==> src/common/sccr_cfg.svh <==
/*
  Offsets, field positions, reset values and timing counts of the SCSI
  control and configuration register bank.
  Assumes inclusion by bare name from package and design files.
*/
`ifndef SCCR_CFG_SVH
`define SCCR_CFG_SVH

// Byte addresses (Wishbone, one 32-bit word per register)
`define SCCR_CTL_ADDR      8'h00
`define SCCR_CNF_ADDR      8'h04
`define SCCR_STS_ADDR      8'h08
`define SCCR_SET_ADDR      8'h0C
// Printed register indices
`define SCCR_CTL_IDX       8'h00
`define SCCR_CNF_IDX       8'h02

// Control bits
`define SCCR_CTL_PAGE      0
`define SCCR_CTL_ABORT     1
`define SCCR_CTL_KILL      2
`define SCCR_CTL_LDC       3
`define SCCR_CTL_LDCF      4
`define SCCR_CTL_RSTD      5
`define SCCR_CTL_FCLR      6

// Configuration bits
`define SCCR_CNF_BCHK      0
`define SCCR_CNF_LLBC      1
`define SCCR_CNF_PAR       2
`define SCCR_CNF_PUE       3
`define SCCR_CNF_RFM       4
`define SCCR_CNF_DIV_LO    5
`define SCCR_CNF_DIV_HI    7

// Setup (own) register bits
`define SCCR_SET_BCHKF     0
`define SCCR_SET_UEMASK    1

// Status register bits
`define SCCR_STS_UEI       0
`define SCCR_STS_UEPEND    1
`define SCCR_STS_LAST      2
`define SCCR_STS_BUSY      3
`define SCCR_STS_RSTIRQ    4

// Reset values
`define SCCR_CTL_RST       8'h00
`define SCCR_CNF_RST       8'hA0
`define SCCR_SET_RST       8'h00

// Timebase divider codes and counts
`define SCCR_DIV_20        3'h2
`define SCCR_DIV_30        3'h3
`define SCCR_DIV_40        3'h4
`define SCCR_DIV_DEF       3'h5
`define SCCR_TB_NS         100
`define SCCR_CLK_NS        10
`define SCCR_TB_CYC        ((`SCCR_TB_NS + `SCCR_CLK_NS - 1) / `SCCR_CLK_NS)

`endif

==> src/common/sccr_pkg.sv <==
/*
  Types of the SCSI control and configuration register bank.
  Assumes sccr_cfg.svh is on the include path.
*/
`include "sccr_cfg.svh"

package sccr_pkg;

  // Command pulses to the SCSI datapath
  typedef struct packed {
    logic fifo_clear;
    logic fifo_flush;
    logic halt_now;
    logic halt_clean;
    logic seq_stop;
    logic count_load;
    logic count_final;
    logic setup_reset;
  } sccr_cmd_t;

  // Static configuration to the SCSI pads and datapath
  typedef struct packed {
    logic       bus_rst_o;
    logic       outs_disable;
    logic       pullup_enable;
    logic       active_negation;
    logic       parity_check;
    logic       parity_sel_check;
    logic       low_level_bus_control;
    logic       block_check;
  } sccr_drv_t;

  typedef enum logic [1:0] {
    SCCR_IDLE,
    SCCR_ACK
  } sccr_bus_st_t;

  typedef struct packed {
    sccr_bus_st_t bst;
    logic [7:0]   ctl;
    logic [7:0]   cnf;
    logic [7:0]   setr;
    logic [31:0]  rdat;
    logic         ack;
    logic         unexpected_event_irq;
    logic         uepend;
    logic         last;
    logic         busy;
    logic         final_pend;
    logic         reset_follower_pin;
    logic [2:0]   tbcnt;
    logic         tick;
    sccr_cmd_t    cmd;
    sccr_drv_t    drv;
  } sccr_state_t;

endpackage

==> src/rtl/sccr_top.sv <==
/*
  SCSI bus control and configuration register bank with a classic
  Wishbone slave, command pulses, driver controls and timebase tick.
  Assumes a single 100 MHz clock, synchronous reset, and that the
  datapath reports transfer completion and the bus-reset status bit.
*/
`timescale 1ns/1ps
`default_nettype none

`include "sccr_cfg.svh"

module sccr_top (
  // Clock, reset, enable
  input  wire logic               clk_i,
  input  wire logic               rst_i,
  input  wire logic               ce_i,
  // Wishbone slave
  input  wire logic               wb_cyc_i,
  input  wire logic               wb_stb_i,
  input  wire logic               wb_we_i,
  input  wire logic [7:0]         wb_adr_i,
  input  wire logic [3:0]         wb_sel_i,
  input  wire logic [31:0]        wb_dat_i,
  output logic      [31:0]        wb_dat_o,
  output logic                    wb_ack_o,
  // Datapath status
  input  wire logic               xfer_done_i,
  input  wire logic               unexp_event_i,
  input  wire logic               bus_reset_irq_flag_i,
  input  wire logic               high_drive_select_i,
  input  wire logic               single_ended_select_i,
  // Datapath controls
  output sccr_pkg::sccr_cmd_t     cmd_o,
  output sccr_pkg::sccr_drv_t     drv_o,
  output logic                    setup_page_o,
  output logic                    reset_follower_pin_o,
  output logic                    timebase_tick_o
);
  import sccr_pkg::*;

  sccr_state_t s_r;
  sccr_state_t s_nxt;
  logic        wr;
  logic        rd;
  logic        hit_ctl;
  logic        hit_cnf;
  logic        hit_sts;
  logic        hit_set;
  logic [7:0]  wd;
  logic [2:0]  div;
  logic [2:0]  div_m1;

  always_comb begin
    s_nxt   = s_r;
    wd      = wb_dat_i[7:0];
    // Control sits at the same address on both pages
    hit_ctl = (wb_adr_i == `SCCR_CTL_ADDR);
    hit_cnf = (wb_adr_i == `SCCR_CNF_ADDR) && s_r.ctl[`SCCR_CTL_PAGE];
    hit_set = (wb_adr_i == `SCCR_SET_ADDR) && s_r.ctl[`SCCR_CTL_PAGE];
    hit_sts = (wb_adr_i == `SCCR_STS_ADDR);
    wr      = wb_cyc_i && wb_stb_i && wb_we_i && wb_sel_i[0]
              && (s_r.bst == SCCR_IDLE);
    rd      = wb_cyc_i && wb_stb_i && !wb_we_i && (s_r.bst == SCCR_IDLE);
    div     = s_r.cnf[`SCCR_CNF_DIV_HI:`SCCR_CNF_DIV_LO];
    // Unlisted codes fall back to the default divide
    if (div < `SCCR_DIV_20 || div > `SCCR_DIV_DEF) begin
      div = `SCCR_DIV_DEF;
    end
    div_m1  = div - 3'h1;

    // Commands are single-cycle pulses
    s_nxt.cmd = '0;

    // Bus slave: ack one cycle after request, drop next cycle
    case (s_r.bst)
      SCCR_IDLE: begin
        s_nxt.ack = 1'b0;
        if (wb_cyc_i && wb_stb_i) begin
          s_nxt.ack = 1'b1;
          s_nxt.bst = SCCR_ACK;
        end
      end
      SCCR_ACK: begin
        s_nxt.ack = 1'b0;
        s_nxt.bst = SCCR_IDLE;
      end
      default: begin
        s_nxt.ack = 1'b0;
        s_nxt.bst = SCCR_IDLE;
      end
    endcase

    if (rd) begin
      s_nxt.rdat = 32'h0000_0000;
      if (hit_ctl) begin
        s_nxt.rdat[7:0] = s_r.ctl;
      end else if (hit_cnf) begin
        s_nxt.rdat[7:0] = s_r.cnf;
      end else if (hit_set) begin
        s_nxt.rdat[7:0] = s_r.setr;
      end else if (hit_sts) begin
        s_nxt.rdat[`SCCR_STS_UEI]    = s_r.unexpected_event_irq;
        s_nxt.rdat[`SCCR_STS_UEPEND] = s_r.uepend;
        s_nxt.rdat[`SCCR_STS_LAST]   = s_r.last;
        s_nxt.rdat[`SCCR_STS_BUSY]   = s_r.busy;
        s_nxt.rdat[`SCCR_STS_RSTIRQ] = bus_reset_irq_flag_i;
      end
    end

    // Completion is taken even when a control write lands with it
    if (xfer_done_i && s_r.busy) begin
      s_nxt.busy = 1'b0;
      if (s_r.final_pend) begin
        s_nxt.last = 1'b1;
      end
    end
    if (wr && hit_ctl) begin
      // Only page and bus-reset drive are held; the rest are pulses
      s_nxt.ctl = wd & ((8'h01 << `SCCR_CTL_PAGE) | (8'h01 << `SCCR_CTL_RSTD));
      // Falling bus-reset drive sets the unexpected-event pending bit
      if (s_r.ctl[`SCCR_CTL_RSTD] && !wd[`SCCR_CTL_RSTD]) begin
        s_nxt.uepend = 1'b1;
      end
      s_nxt.cmd.fifo_clear = wd[`SCCR_CTL_FCLR] | wd[`SCCR_CTL_KILL];
      if (wd[`SCCR_CTL_KILL]) begin
        s_nxt.cmd.halt_now = 1'b1;
        s_nxt.cmd.seq_stop = 1'b1;
        s_nxt.busy         = 1'b0;
      end else if (wd[`SCCR_CTL_ABORT]) begin
        s_nxt.cmd.halt_clean = 1'b1;
        s_nxt.cmd.fifo_flush = 1'b1;
        s_nxt.cmd.seq_stop   = 1'b1;
        s_nxt.busy           = 1'b0;
      end
      if (wd[`SCCR_CTL_LDC] && wd[`SCCR_CTL_LDCF]) begin
        s_nxt.cmd.setup_reset = 1'b1;
        s_nxt.busy            = 1'b0;
        s_nxt.final_pend      = 1'b0;
      end else if (wd[`SCCR_CTL_LDCF]) begin
        s_nxt.cmd.count_load  = 1'b1;
        s_nxt.cmd.count_final = 1'b1;
        s_nxt.busy            = 1'b1;
        s_nxt.final_pend      = 1'b1;
      end else if (wd[`SCCR_CTL_LDC]) begin
        s_nxt.cmd.count_load  = 1'b1;
        s_nxt.busy            = 1'b1;
        s_nxt.final_pend      = 1'b0;
      end
    end

    if (wr && hit_cnf) begin
      s_nxt.cnf = wd;
    end
    if (wr && hit_set) begin
      s_nxt.setr = wd & 8'h03;
    end

    // Unexpected events; pending stays until written with one and raises UEI once the mask is open
    if (unexp_event_i) begin
      s_nxt.uepend = 1'b1;
    end
    if (s_r.uepend && s_r.setr[`SCCR_SET_UEMASK]) begin
      s_nxt.unexpected_event_irq = 1'b1;
    end
    // Writing one to the UEI, pending and last bits clears them; a new set wins
    if (wr && hit_sts) begin
      if (wd[`SCCR_STS_UEI] && !(s_r.uepend && s_r.setr[`SCCR_SET_UEMASK])) begin
        s_nxt.unexpected_event_irq = 1'b0;
      end
      if (wd[`SCCR_STS_UEPEND] && !unexp_event_i) begin
        s_nxt.uepend = 1'b0;
      end
      if (wd[`SCCR_STS_LAST] && !(xfer_done_i && s_r.busy && s_r.final_pend)) begin
        s_nxt.last = 1'b0;
      end
    end

    // Reset follower pin
    s_nxt.reset_follower_pin = s_r.cnf[`SCCR_CNF_RFM] & bus_reset_irq_flag_i;

    // Timebase tick
    s_nxt.tick = 1'b0;
    if (s_r.tbcnt >= div_m1) begin
      s_nxt.tbcnt = 3'h0;
      s_nxt.tick  = 1'b1;
    end else begin
      s_nxt.tbcnt = s_r.tbcnt + 3'h1;
    end

    // Pad and datapath controls
    s_nxt.drv.bus_rst_o    = s_nxt.ctl[`SCCR_CTL_RSTD];
    s_nxt.drv.outs_disable = s_nxt.ctl[`SCCR_CTL_RSTD];
    s_nxt.drv.pullup_enable   = s_nxt.cnf[`SCCR_CNF_PUE];
    s_nxt.drv.active_negation = s_nxt.cnf[`SCCR_CNF_PUE]
                                & high_drive_select_i
                                & single_ended_select_i;
    s_nxt.drv.parity_check     = s_nxt.cnf[`SCCR_CNF_PAR];
    s_nxt.drv.parity_sel_check = s_nxt.cnf[`SCCR_CNF_PAR];
    s_nxt.drv.low_level_bus_control = s_nxt.cnf[`SCCR_CNF_LLBC];
    s_nxt.drv.block_check = s_nxt.cnf[`SCCR_CNF_BCHK]
                            & s_nxt.setr[`SCCR_SET_BCHKF];

    if (rst_i) begin
      s_nxt      = '0;
      s_nxt.bst  = SCCR_IDLE;
      s_nxt.ctl  = `SCCR_CTL_RST;
      s_nxt.cnf  = `SCCR_CNF_RST;
      s_nxt.setr = `SCCR_SET_RST;
    end
  end

  always_ff @(posedge clk_i) begin
    if (ce_i || rst_i) begin
      s_r <= s_nxt;
    end
  end

  assign wb_dat_o             = s_r.rdat;
  assign wb_ack_o             = s_r.ack;
  assign cmd_o                = s_r.cmd;
  assign drv_o                = s_r.drv;
  assign setup_page_o         = s_r.ctl[`SCCR_CTL_PAGE];
  assign reset_follower_pin_o = s_r.reset_follower_pin;
  assign timebase_tick_o      = s_r.tick;

endmodule

`default_nettype wire

==> config.mk <==
export PLATFORM = sky130hd
export DESIGN_NAME = sccr_top
export DESIGN_NICKNAME = d
export VERILOG_FILES = /design/src/common/sccr_pkg.sv /design/src/rtl/sccr_top.sv
export VERILOG_INCLUDE_DIRS = /design/src /design/src/common
export SDC_FILE = /design/constraint.sdc
export NUM_CORES = 1
export LEC_CHECK = 0
export BUFFER_PORTS_ARGS = -buffer_cell sky130_fd_sc_hd__buf_4
export CAP_MARGIN = 20
export CORE_ASPECT_RATIO = 0.5
export CORE_MARGIN = 3
export CORE_UTILIZATION = 43
export CTS_CLUSTER_SIZE = 16
export DETAILED_ROUTE_END_ITERATION = 16
export PLACE_DENSITY = 0.76
export SLEW_MARGIN = 20
export SYNTH_ARGS = -nofsm -noshare
export SYNTH_HDL_FRONTEND = slang
export SYNTH_SLANG_ARGS = --single-unit
==> constraint.sdc <==
create_clock -name clk_i -period 2 [get_ports clk_i]
set_clock_uncertainty 0.15 [all_clocks]
set_input_delay 0.1 -clock clk_i [delete_from_list [all_inputs] [get_ports clk_i]]
set_output_delay 0.1 -clock clk_i [all_outputs]
set_load 0.01 [all_outputs]
Yosys cells after proc, flatten, opt, wreduce, memory -nomap -nowiden
Index checks and enable logic that the tools add are counted.
{"block": "totals", "ff_bits": 45, "in_bits": 55, "out_inout_bits": 52, "elab_cells": 127}
{"block": "op_classes", "n_addsub": 2, "n_lt_le_gt_ge": 3, "eq_ne": 4, "mux": 36, "n_bitwise": 7, "n_reduce_logical": 45}
{"op": "8-bit 2-to-1 mux", "n": 4}
{"op": "1-bit logical AND", "n": 20}
{"op": "1-bit 2-to-1 mux", "n": 20}
{"op": "8-bit by 4-bit equality test with 1-bit output, second input constant", "n": 2}
{"op": "2-bit 2-to-1 mux", "n": 7}
{"op": "5-bit 2-to-1 mux", "n": 2}
{"op": "2-bit AND reduction", "n": 5}
{"op": "8-bit by 3-bit equality test with 1-bit output, second input constant", "n": 1}
{"op": "8-bit logical NOT", "n": 1}
{"op": "2-bit nonzero test", "n": 4}
{"op": "3-bit 2-to-1 mux", "n": 2}
{"op": "6-bit 2-to-1 mux", "n": 1}
{"op": "2-bit OR reduction", "n": 3}
{"op": "3-bit OR reduction", "n": 2}
{"op": "1-bit logical NOT", "n": 5}
{"op": "1-bit bitwise AND", "n": 4}
{"op": "4-bit nonzero test", "n": 1}
{"op": "3-bit by 1-bit adder with 3-bit output, second input constant", "n": 1}
{"op": "3-bit greater-or-equal comparator", "n": 1}
{"op": "3-bit greater-than comparator, second input constant", "n": 1}
{"op": "3-bit by 2-bit less-than comparator with 1-bit output, second input constant", "n": 1}
{"op": "3-bit by 2-bit != test with 1-bit output, second input constant", "n": 1}
{"op": "3-bit AND reduction", "n": 1}
{"op": "3-bit by 1-bit subtractor with 3-bit output, second input constant", "n": 1}
{"op": "other kinds (4)", "n": 6}

Longest topological paths before layout
Gate-level depths: netlist of the first run.
{"block": "depth", "word_depth": 9, "depth_mapped": 7, "depth_no_buf": 7}

Worst setup path after synthesis of the first run
No wires, ideal clock.
{"block": "synth_timing", "kind": "reg-to-reg", "from": "register s_r[74] (netlist name)", "to": "register s_r[19] (netlist name), data pin", "arrival_ps": 1817, "required_time_ps": 1718, "setup_slack_ps": -99, "stages_incl_launch_ff": 8, "period_less_slack_ps": 2099, "cell_sequence": "edfxtp_1 -> nand2b_1 -> a21oi_1 -> ha_1 -> ha_1 -> a21o_1 -> a211oi_1 -> and2_1"}
{"block": "synth_between", "elab_chain_len": 6, "elab_cells_between_ends": 7, "classes_between": "1 x add/sub; 3 x order compare; 1 x mux; 2 x reduce/logical"}
{"element": "start, declared", "line_no": "sccr_top.sv:41", "rtl": "sccr_state_t s_r;"}
{"element": "start signal, assigned", "line_no": "sccr_top.sv:214", "rtl": "s_r <= s_nxt;"}
{"element": "3-bit by 2-bit less-than comparator with 1-bit output (no line) / 3-bit greater-than comparator (equally long branches)"}
{"element": "1-bit logical OR (no line)"}
{"element": "3-bit 2-to-1 mux (*)", "line_no": "sccr_top.sv:66", "rtl": "if (div < `SCCR_DIV_20 || div > `SCCR_DIV_DEF) begin"}
{"element": "3-bit by 1-bit subtractor with 3-bit output (*)", "line_no": "sccr_top.sv:69", "rtl": "div_m1 = div - 3'h1;"}
{"element": "3-bit greater-or-equal comparator (*)", "line_no": "sccr_top.sv:183", "rtl": "if (s_r.tbcnt >= div_m1) begin"}
{"element": "2-bit OR reduction (no line) (*)"}
Every way passes the cells marked *; elsewhere a longest branch is shown, timed or not.
A chain may end at the register's enable or synchronous reset.

Final worst setup path of the first run
{"block": "layout_timing", "from": "register s_r[74] (netlist name)", "to": "register s_r[18] (netlist name), data pin"}
The elaborated chain is that of the path after synthesis.

==> summary.md, run 1 <==
| Metric | Value |
|---|---|
| Run status | finished with violations |
| Failing checks | setup timing |
| Clock insertion delay at the later pin of the skew report | 0.28 ns |
| Input/output buffers | 55 |
| Critical Path End Type | flip-flop |
| Critical path fanouts, max | 3 |
| Master of the slowest instance on the critical path | sky130_fd_sc_hd__edfxtp_1 |
| Crit Path Class | flip-flop to flip-flop |
| Post-detailed-route wirelength per cell | 15.21 um |
| Sw power | 530.0 uW |
| Grt total ovfl | 0 |
| Area of the die | 6738 um^2 |
| Number of synthesized register bits | 41 |
| CP Data Arrival Time | 2.07 ns |
| Final Setup Violations | 4 |
| MaxCap Viol Count | 0 |
| Final count of hold timing violations | 0 |
| Fraction of layout instances using a drive strength above 1 | 39.02% |
| Num ports | 107 |
| Number of sinks on the clock net | 41 |
| Period utilization | 103.4% |
| Largest net degree at the start of global routing | 35 |
| Cell breakdown of the critical path | nand2b_4 -> a21oi_4 -> ha_4 -> ha_4 -> a21o_1 -> a211oi_2 -> and2_1 |
| Sequential fraction of the synthesis area | 49.90% |
| Peak supply drop | 0.3116 mV |
| Buffers & Inverters on Critical Path | 0 |
| Number of diodes | 0 |
| Wirelength, routed | 5.431 mm |
| Leading cell type in the layout, fill and taps excluded | sky130_fd_sc_hd__buf_4 |
| Final-report max-slew violation count | 0 |
| Final #Nets | 347 |
| Summed instance area of the synthesized netlist | 2467 um^2 |
| Slowest stage delay, CP | 0.39 ns |
| Fraction of power spent switching nets | 22.94% |
| Overall power consumption | 2310 uW |
| Asr flop ratio synth | 0% |
| Highest-count cells in the layout ignoring fill and taps | sky130_fd_sc_hd__buf_4 (79), sky130_fd_sc_hd__edfxtp_1 (41), sky130_fd_sc_hd__nor2_1 (24), sky130_fd_sc_hd__conb_1 (24), sky130_fd_sc_hd__nand2_1 (12) |
| Portion of synthesized cell area occupied by the leading cell type | 49.90% |
| Die H | 59.57 um |
| Gate count of the mapped netlist | 224 |
| Post-route setup TNS | -0.1990 ns |
| Worst Hold Margin | 0.02117 ns |
| Routed via count | 1813 |
| Buffers from clock root to sink, at most | 2 |
| Dpl hpwl | 3.989 mm |
| Worst min-delay path category | primary input to flip-flop |
| Prevailing post-synth register cell | sky130_fd_sc_hd__edfxtp_1 |
| Post-detailed-route via-to-cell ratio | 5.078 |
| Setup slack of the critical path after layout | -0.06742 ns |
| Launching element type of the critical path | flip-flop |
| Clk network pwr share | 38.1% |
| Cell taking the most area after synthesis | sky130_fd_sc_hd__edfxtp_1 |
| Initial core utilization | 47.22% |
| Remaining routing DRC violations | 0 |
| Dominant cell type by count on the critical path | sky130_fd_sc_hd__ha_4 |
| Placement Rows | 18 |
| Total core area | 5225 um^2 |
| Count of unique library cells instantiated by Yosys | 46 |
| Floorplan die width | 113.1 um |
| Pre-Repair DR Iteration Count | 4 |
| Clock tree root buffer cell | sky130_fd_sc_hd__clkbuf_16 |
| Post-placement cell area | 2875 um^2 |
| Reg power frac | 45.5% |
| Depth of the CTS H-tree | 2 |
| CP delay by family, top | compound AO/OA/AOI/OAI gates |
| Cell leakage power | 0.001378 uW |
| Number of nets still failing antenna checks after routing | 0 |
| Power per cell area | 716.5 nW/um^2 |
| Clock tree from TritonCTS | done |
| Final instance area | 3224 um^2 |
| Number of enable-type register cells in the synthesized netlist | 41 |
| Setup repair after global routing missed its margin | true |
| Clock-pin transition on the worst setup and hold timing paths | 0.06 ns |
| Initial antenna violation count | 0 |
| Initial DRC Count | 134 |
| GRT Resource Usage Total | 16.66% |
| Leading post-synthesis cells by cell area | sky130_fd_sc_hd__edfxtp_1 (50%), sky130_fd_sc_hd__buf_4 (15%), sky130_fd_sc_hd__nor2_1 (3.8%) |
| Routability cong. | 0.8768 |
| Share of total power in combinational logic | 16.4% |
| Warnings, synthesis | 0 |
| Upper clock frequency limit | 483.7 MHz |
| Total internal power | 1780 uW |
| Endpoint required time on the critical path | 2.00 ns |
| Average cell area after synthesis | 11.02 um^2 |
| Number of buffers created by CTS | 5 |
| Vias in the first global route | 1756 |
| Final critical delay including setup and external delays | 2.067 ns |
| Synth-to-Final Area Change | 30.68% |
| Wire length of the first global-routing pass | 8.694 mm |
==> per-stage QoR <==
step	util, %	cells	setup slack, ns
final	61.71	357	-0.06742
after floorplan	-	247	0.003630
after global placement	55.03	341	-0.1206
after CTS	59.20	354	-0.08435
after detailed placement	55.03	341	-0.1144
after global routing	61.71	357	-0.1869
==> flip-flops by register name (all words and copies together) (netlist names) <==
signal                cells
drv_o                     2
wb_dat_o                  8
setup_page_o              1
timebase_tick_o           1
cmd_o                     7
reset_follower_pin_o      1
wb_ack_o                  1
s_r                      20
==> worst paths after layout <==
check	startpoint	endpoint	slack [ns]	cells past startpoint
setup / recovery	s_r[74]	s_r[18]	-0.07	7
hold / removal	wb_dat_i[1]	cmd_o[3]	0.02	3
setup reg to reg	s_r[74]	s_r[18]	-0.07	7
hold reg to reg	s_r[71]	reset_follower_pin_o	0.46	2
==> synthesized netlist by cell type (all sizes together), types with 3 or more instances <==
library cell	number
edfxtp	41
a21oi	4
nor4	5
nor3	9
ha	5
nor2	25
nand2	13
mux2i	6
and3	5
buf	50
and2	6
nand2b	6
clkbuf	3
a21o	5
a22oi	5
nor4b	3
==> cells by family after synthesis <==
group           Yosys count  share of synthesized area (%)
xor+xnor                  3                          1.065
simple gates             87                          20.54
buf+inv                  54                          15.57
compound gates           27                          7.810
mux                       6                          2.434
other cells               1                         0.1520
flops                    41                          49.90
fa+ha+maj                 5                          2.535
==> final cells by class <==
| type | instances | area, um^2 |
|---|---|---|
| timing repair buffer | 86 | 675.6 |
| inverter | 1 | 3.754 |
| multi-input combinational | 152 | 1066 |
| sequential | 41 | 1231 |
| clock buffer | 5 | 125.1 |
| fill | 400 | 2001 |
| clock inverter | 2 | 35.03 |
| tap | 70 | 87.58 |
==> tightest hold or removal path: stages <==
cell and delay, ns:
sky130_fd_sc_hd__buf_4 0.12, sky130_fd_sc_hd__nor2_1 0.04, sky130_fd_sc_hd__nor2_1 0.07
==> per-layer routing <==
layer  up-vias  track usage, %  routed length, um
met5         -               0                  0
met4         0           3.596                 51
met3         7           3.976                475
met2        71           28.45               2589
met1       861           21.97               2315
li1        874               -                  -
==> power by group through the flow <==
stage                     logic [uW]  registers [uW]  clock network [uW]
final                            379            1050                 879
after global placement           322            1060                   0
after floorplan                  237            1060                   0
after detailed placement         335            1070                   0
after CTS                        345            1050                 890
after global routing             417            1060                 928
==> what timing repair did <==
action,CTS,global route
setup endpoints to repair,7,19
pin swaps,2,10
gates resized for setup,1,15
endpoints found under the hold margin,4,0
buffers inserted,2,3
hold buffers,4,0
Power figures use the tool's default switching activity.
==> inputs of run 2 (changes only) <==
--- a/config.mk
+++ b/config.mk
@@ -10,10 +10,10 @@
 export CAP_MARGIN = 20
 export CORE_ASPECT_RATIO = 0.5
 export CORE_MARGIN = 3
-export CORE_UTILIZATION = 43
+export CORE_UTILIZATION = 48
 export CTS_CLUSTER_SIZE = 16
 export DETAILED_ROUTE_END_ITERATION = 16
-export PLACE_DENSITY = 0.76
+export PLACE_DENSITY = 0.81
 export SLEW_MARGIN = 20
 export SYNTH_ARGS = -nofsm -noshare
 export SYNTH_HDL_FRONTEND = slang
==> constraint.sdc (replaced) <==
create_clock -name clk_i -period 2.19 [get_ports clk_i]
set_clock_uncertainty 0.15 [all_clocks]
set_input_delay 0.1095 -clock clk_i [delete_from_list [all_inputs] [get_ports clk_i]]
set_output_delay 0.1095 -clock clk_i [all_outputs]
set_load 0.01 [all_outputs]
==> run 2 against run 1 <==
The run now ends clean; combinational power decreased by 17%; worst hold slack got worse by 0.014 ns; via count decreased by 1.8%; first-iteration DRC count increased by 5.2%; register-to-register slack improved by 0.17 ns; clock power decreased by 34%; non-clock buffer count decreased by 13; critical path depth increased by 1; die area decreased by 9.6%; critical endpoint is now s_r[19].
==> summary.md, run 2 (synthesized netlist as in run 1, its figures left out) <==
| Metric | Value |
|---|---|
| Run status | finished clean |
| Final critical delay including setup and external delays | 2.089 ns |
| MaxCap Viol Count | 0 |
| Number of buffers created by CTS | 5 |
| Depth of the CTS H-tree | 2 |
| DP Cell Count | 326 |
| Post-detailed-route wirelength per cell | 15.23 um |
| Clock insertion delay at the later pin of the skew report | 0.29 ns |
| Final instance area | 2978 um^2 |
| Number of sinks on the clock net | 41 |
| Highest-count cells in the layout ignoring fill and taps | sky130_fd_sc_hd__buf_4 (68), sky130_fd_sc_hd__edfxtp_1 (41), sky130_fd_sc_hd__nor2_1 (25) |
| Routed via count | 1781 |
| Die H | 56.70 um |
| Hold Crit Depth | 3 |
| Dominant cell type by count on the critical path | sky130_fd_sc_hd__nand2b_4 |
| Period utilization | 95.41% |
| Slowest stage delay, CP | 0.41 ns |
| Wirelength, routed | 5.177 mm |
| Vias in the first global route | 1677 |
| Post-placement cell area | 2751 um^2 |
| Master of the slowest instance on the critical path | sky130_fd_sc_hd__edfxtp_1 |
| Final #Nets | 334 |
| Worst slack, placed | -0.03297 ns |
| Final-report max-slew violation count | 0 |
| Largest net degree at the start of global routing | 35 |
| Crit Path Class | flip-flop to flip-flop |
| CP Data Arrival Time | 2.10 ns |
| Number of diodes | 0 |
| Clock-pin transition on the worst setup and hold timing paths | 0.08 ns |
| Wire length of the first global-routing pass | 8.121 mm |
| Number of nets still failing antenna checks after routing | 0 |
| Grt total ovfl | 0 |
| GRT Resource Usage Total | 16.94% |
| Placement Rows | 17 |
| Final Setup Violations | 0 |
| Most flops, register | s_r |
| Non-filler instance count after layout | 340 |
| Initial DRC Count | 141 |
| Routability cong. | 0.8949 |
| Setup slack of the critical path after layout | 0.1006 ns |
| Worst min-delay path category | primary input to flip-flop |
| Endpoint required time on the critical path | 2.20 ns |
| Num ports | 107 |
| Dpl hpwl | 3.669 mm |
| # fillers | 340 |
| Peak supply drop | 0.2686 mV |
| Upper clock frequency limit | 478.6 MHz |
| Worst R2R Path Depth | 8 |
| Input/output buffers | 55 |
| Overall power consumption | 1853 uW |
| Buffers from clock root to sink, at most | 2 |
| Critical path fanouts, max | 3 |
| Area of the die | 6089 um^2 |
| Clock tree from TritonCTS | done |
| Floorplan die width | 107.4 um |
| Pre-Repair DR Iteration Count | 4 |
| Critical Path End Type | flip-flop |
| Initial core utilization | 52.97% |
| Final count of hold timing violations | 0 |
| Remaining routing DRC violations | 0 |
| Leading cell type in the layout, fill and taps excluded | sky130_fd_sc_hd__buf_4 |
| Cell leakage power | 0.001257 uW |
| Total core area | 4658 um^2 |
| Synth-to-Final Area Change | 20.69% |
| Fraction of layout instances using a drive strength above 1 | 33.21% |
| Power per cell area | 622.2 nW/um^2 |
| Max reg flops | 20 |
| Post-detailed-route via-to-cell ratio | 5.238 |
| Launching element type of the critical path | flip-flop |
| Initial antenna violation count | 0 |
| Cell breakdown of the critical path | nand2b_4 -> a21oi_4 -> buf_6 -> ha_1 -> nand2b_4 -> a21o_1 -> a211oi_2 -> and2_1 |
| Clock tree root buffer cell | sky130_fd_sc_hd__clkbuf_8 |
| Worst Hold Margin | 0.007299 ns |
-- run 2: cell types whose count changed in the layout (fill, tap and decap cells not counted), sizes merged --
| cell | delta |
|---|---|
| buf | -13 |
-- run 2: power breakdown --
group / internal (uW) / switching, uW
sequential: 924 / 34.3
combinational: 152 / 162
clock: 331 / 248
-- run 2: metal layers --
layer  routed length (um)  part of all wire, %  vias to the layer above  GRT usage, %
met4                   66                  1.3                        0         6.475
met2                 2449                   47                      102         27.47
li1                     -                    -                      838             -
met1                 2120                   41                      828         21.52
met3                  540                   10                       13         4.937
met5                    0                    0                        -             0
-- run 2: cell type report --
class | instances | area [um^2] | area share [%]
clock buffers | 5 | 68.82 | 2.311
clock inverters | 2 | 35.03 | 1.176
inverters | 1 | 3.754 | 0.1261
multi-input cells | 152 | 994.7 | 33.40
flip-flops and latches | 41 | 1231 | 41.34
well taps | 66 | 82.58 | 2.773
repair buffers | 73 | 561.8 | 18.87
-- run 2: through the flow --
| stage | utilization (%) | setup TNS [ns] |
|---|---|---|
| after floorplan | - | 0 |
| after global placement | 59.07 | 0 |
| after detailed placement | 59.07 | -0.07987 |
| after CTS | 62.26 | 0 |
| after global routing | 63.93 | -0.05862 |
| final | 63.93 | 0 |
-- run 2: path summary, 6_finish.rpt --
check | start | to | slack, ns
worst max-delay path | s_r[74] | s_r[19] | 0.10
worst min register to register | s_r[83] | wb_ack_o | 0.44
worst min-delay path | high_drive_select_i | drv_o[4] | 0.007
worst max register to register | s_r[74] | s_r[19] | 0.10
-- run 2: timing repair --
| item | in CTS | in global routing |
|---|---|---|
| endpoints found under the hold margin | 5 | 0 |
| endpoints found under the setup margin | 3 | 6 |
| resized for setup | 1 | 7 |
| hold buffers | 4 | 0 |
| buffers inserted | 0 | 3 |
| pin swaps | 0 | 5 |
-- run 2: worst max-delay path, delay by kind of cell, from the launching register on --
family | cells | cell delay [ns]
adder cells (fa/ha/maj) | 1 | 0.21
buffers and inverters | 1 | 0.12
flip-flops | 1 | 0.41
AO/OA/AOI/OAI | 3 | 0.59
AND/OR/NAND/NOR | 3 | 0.48
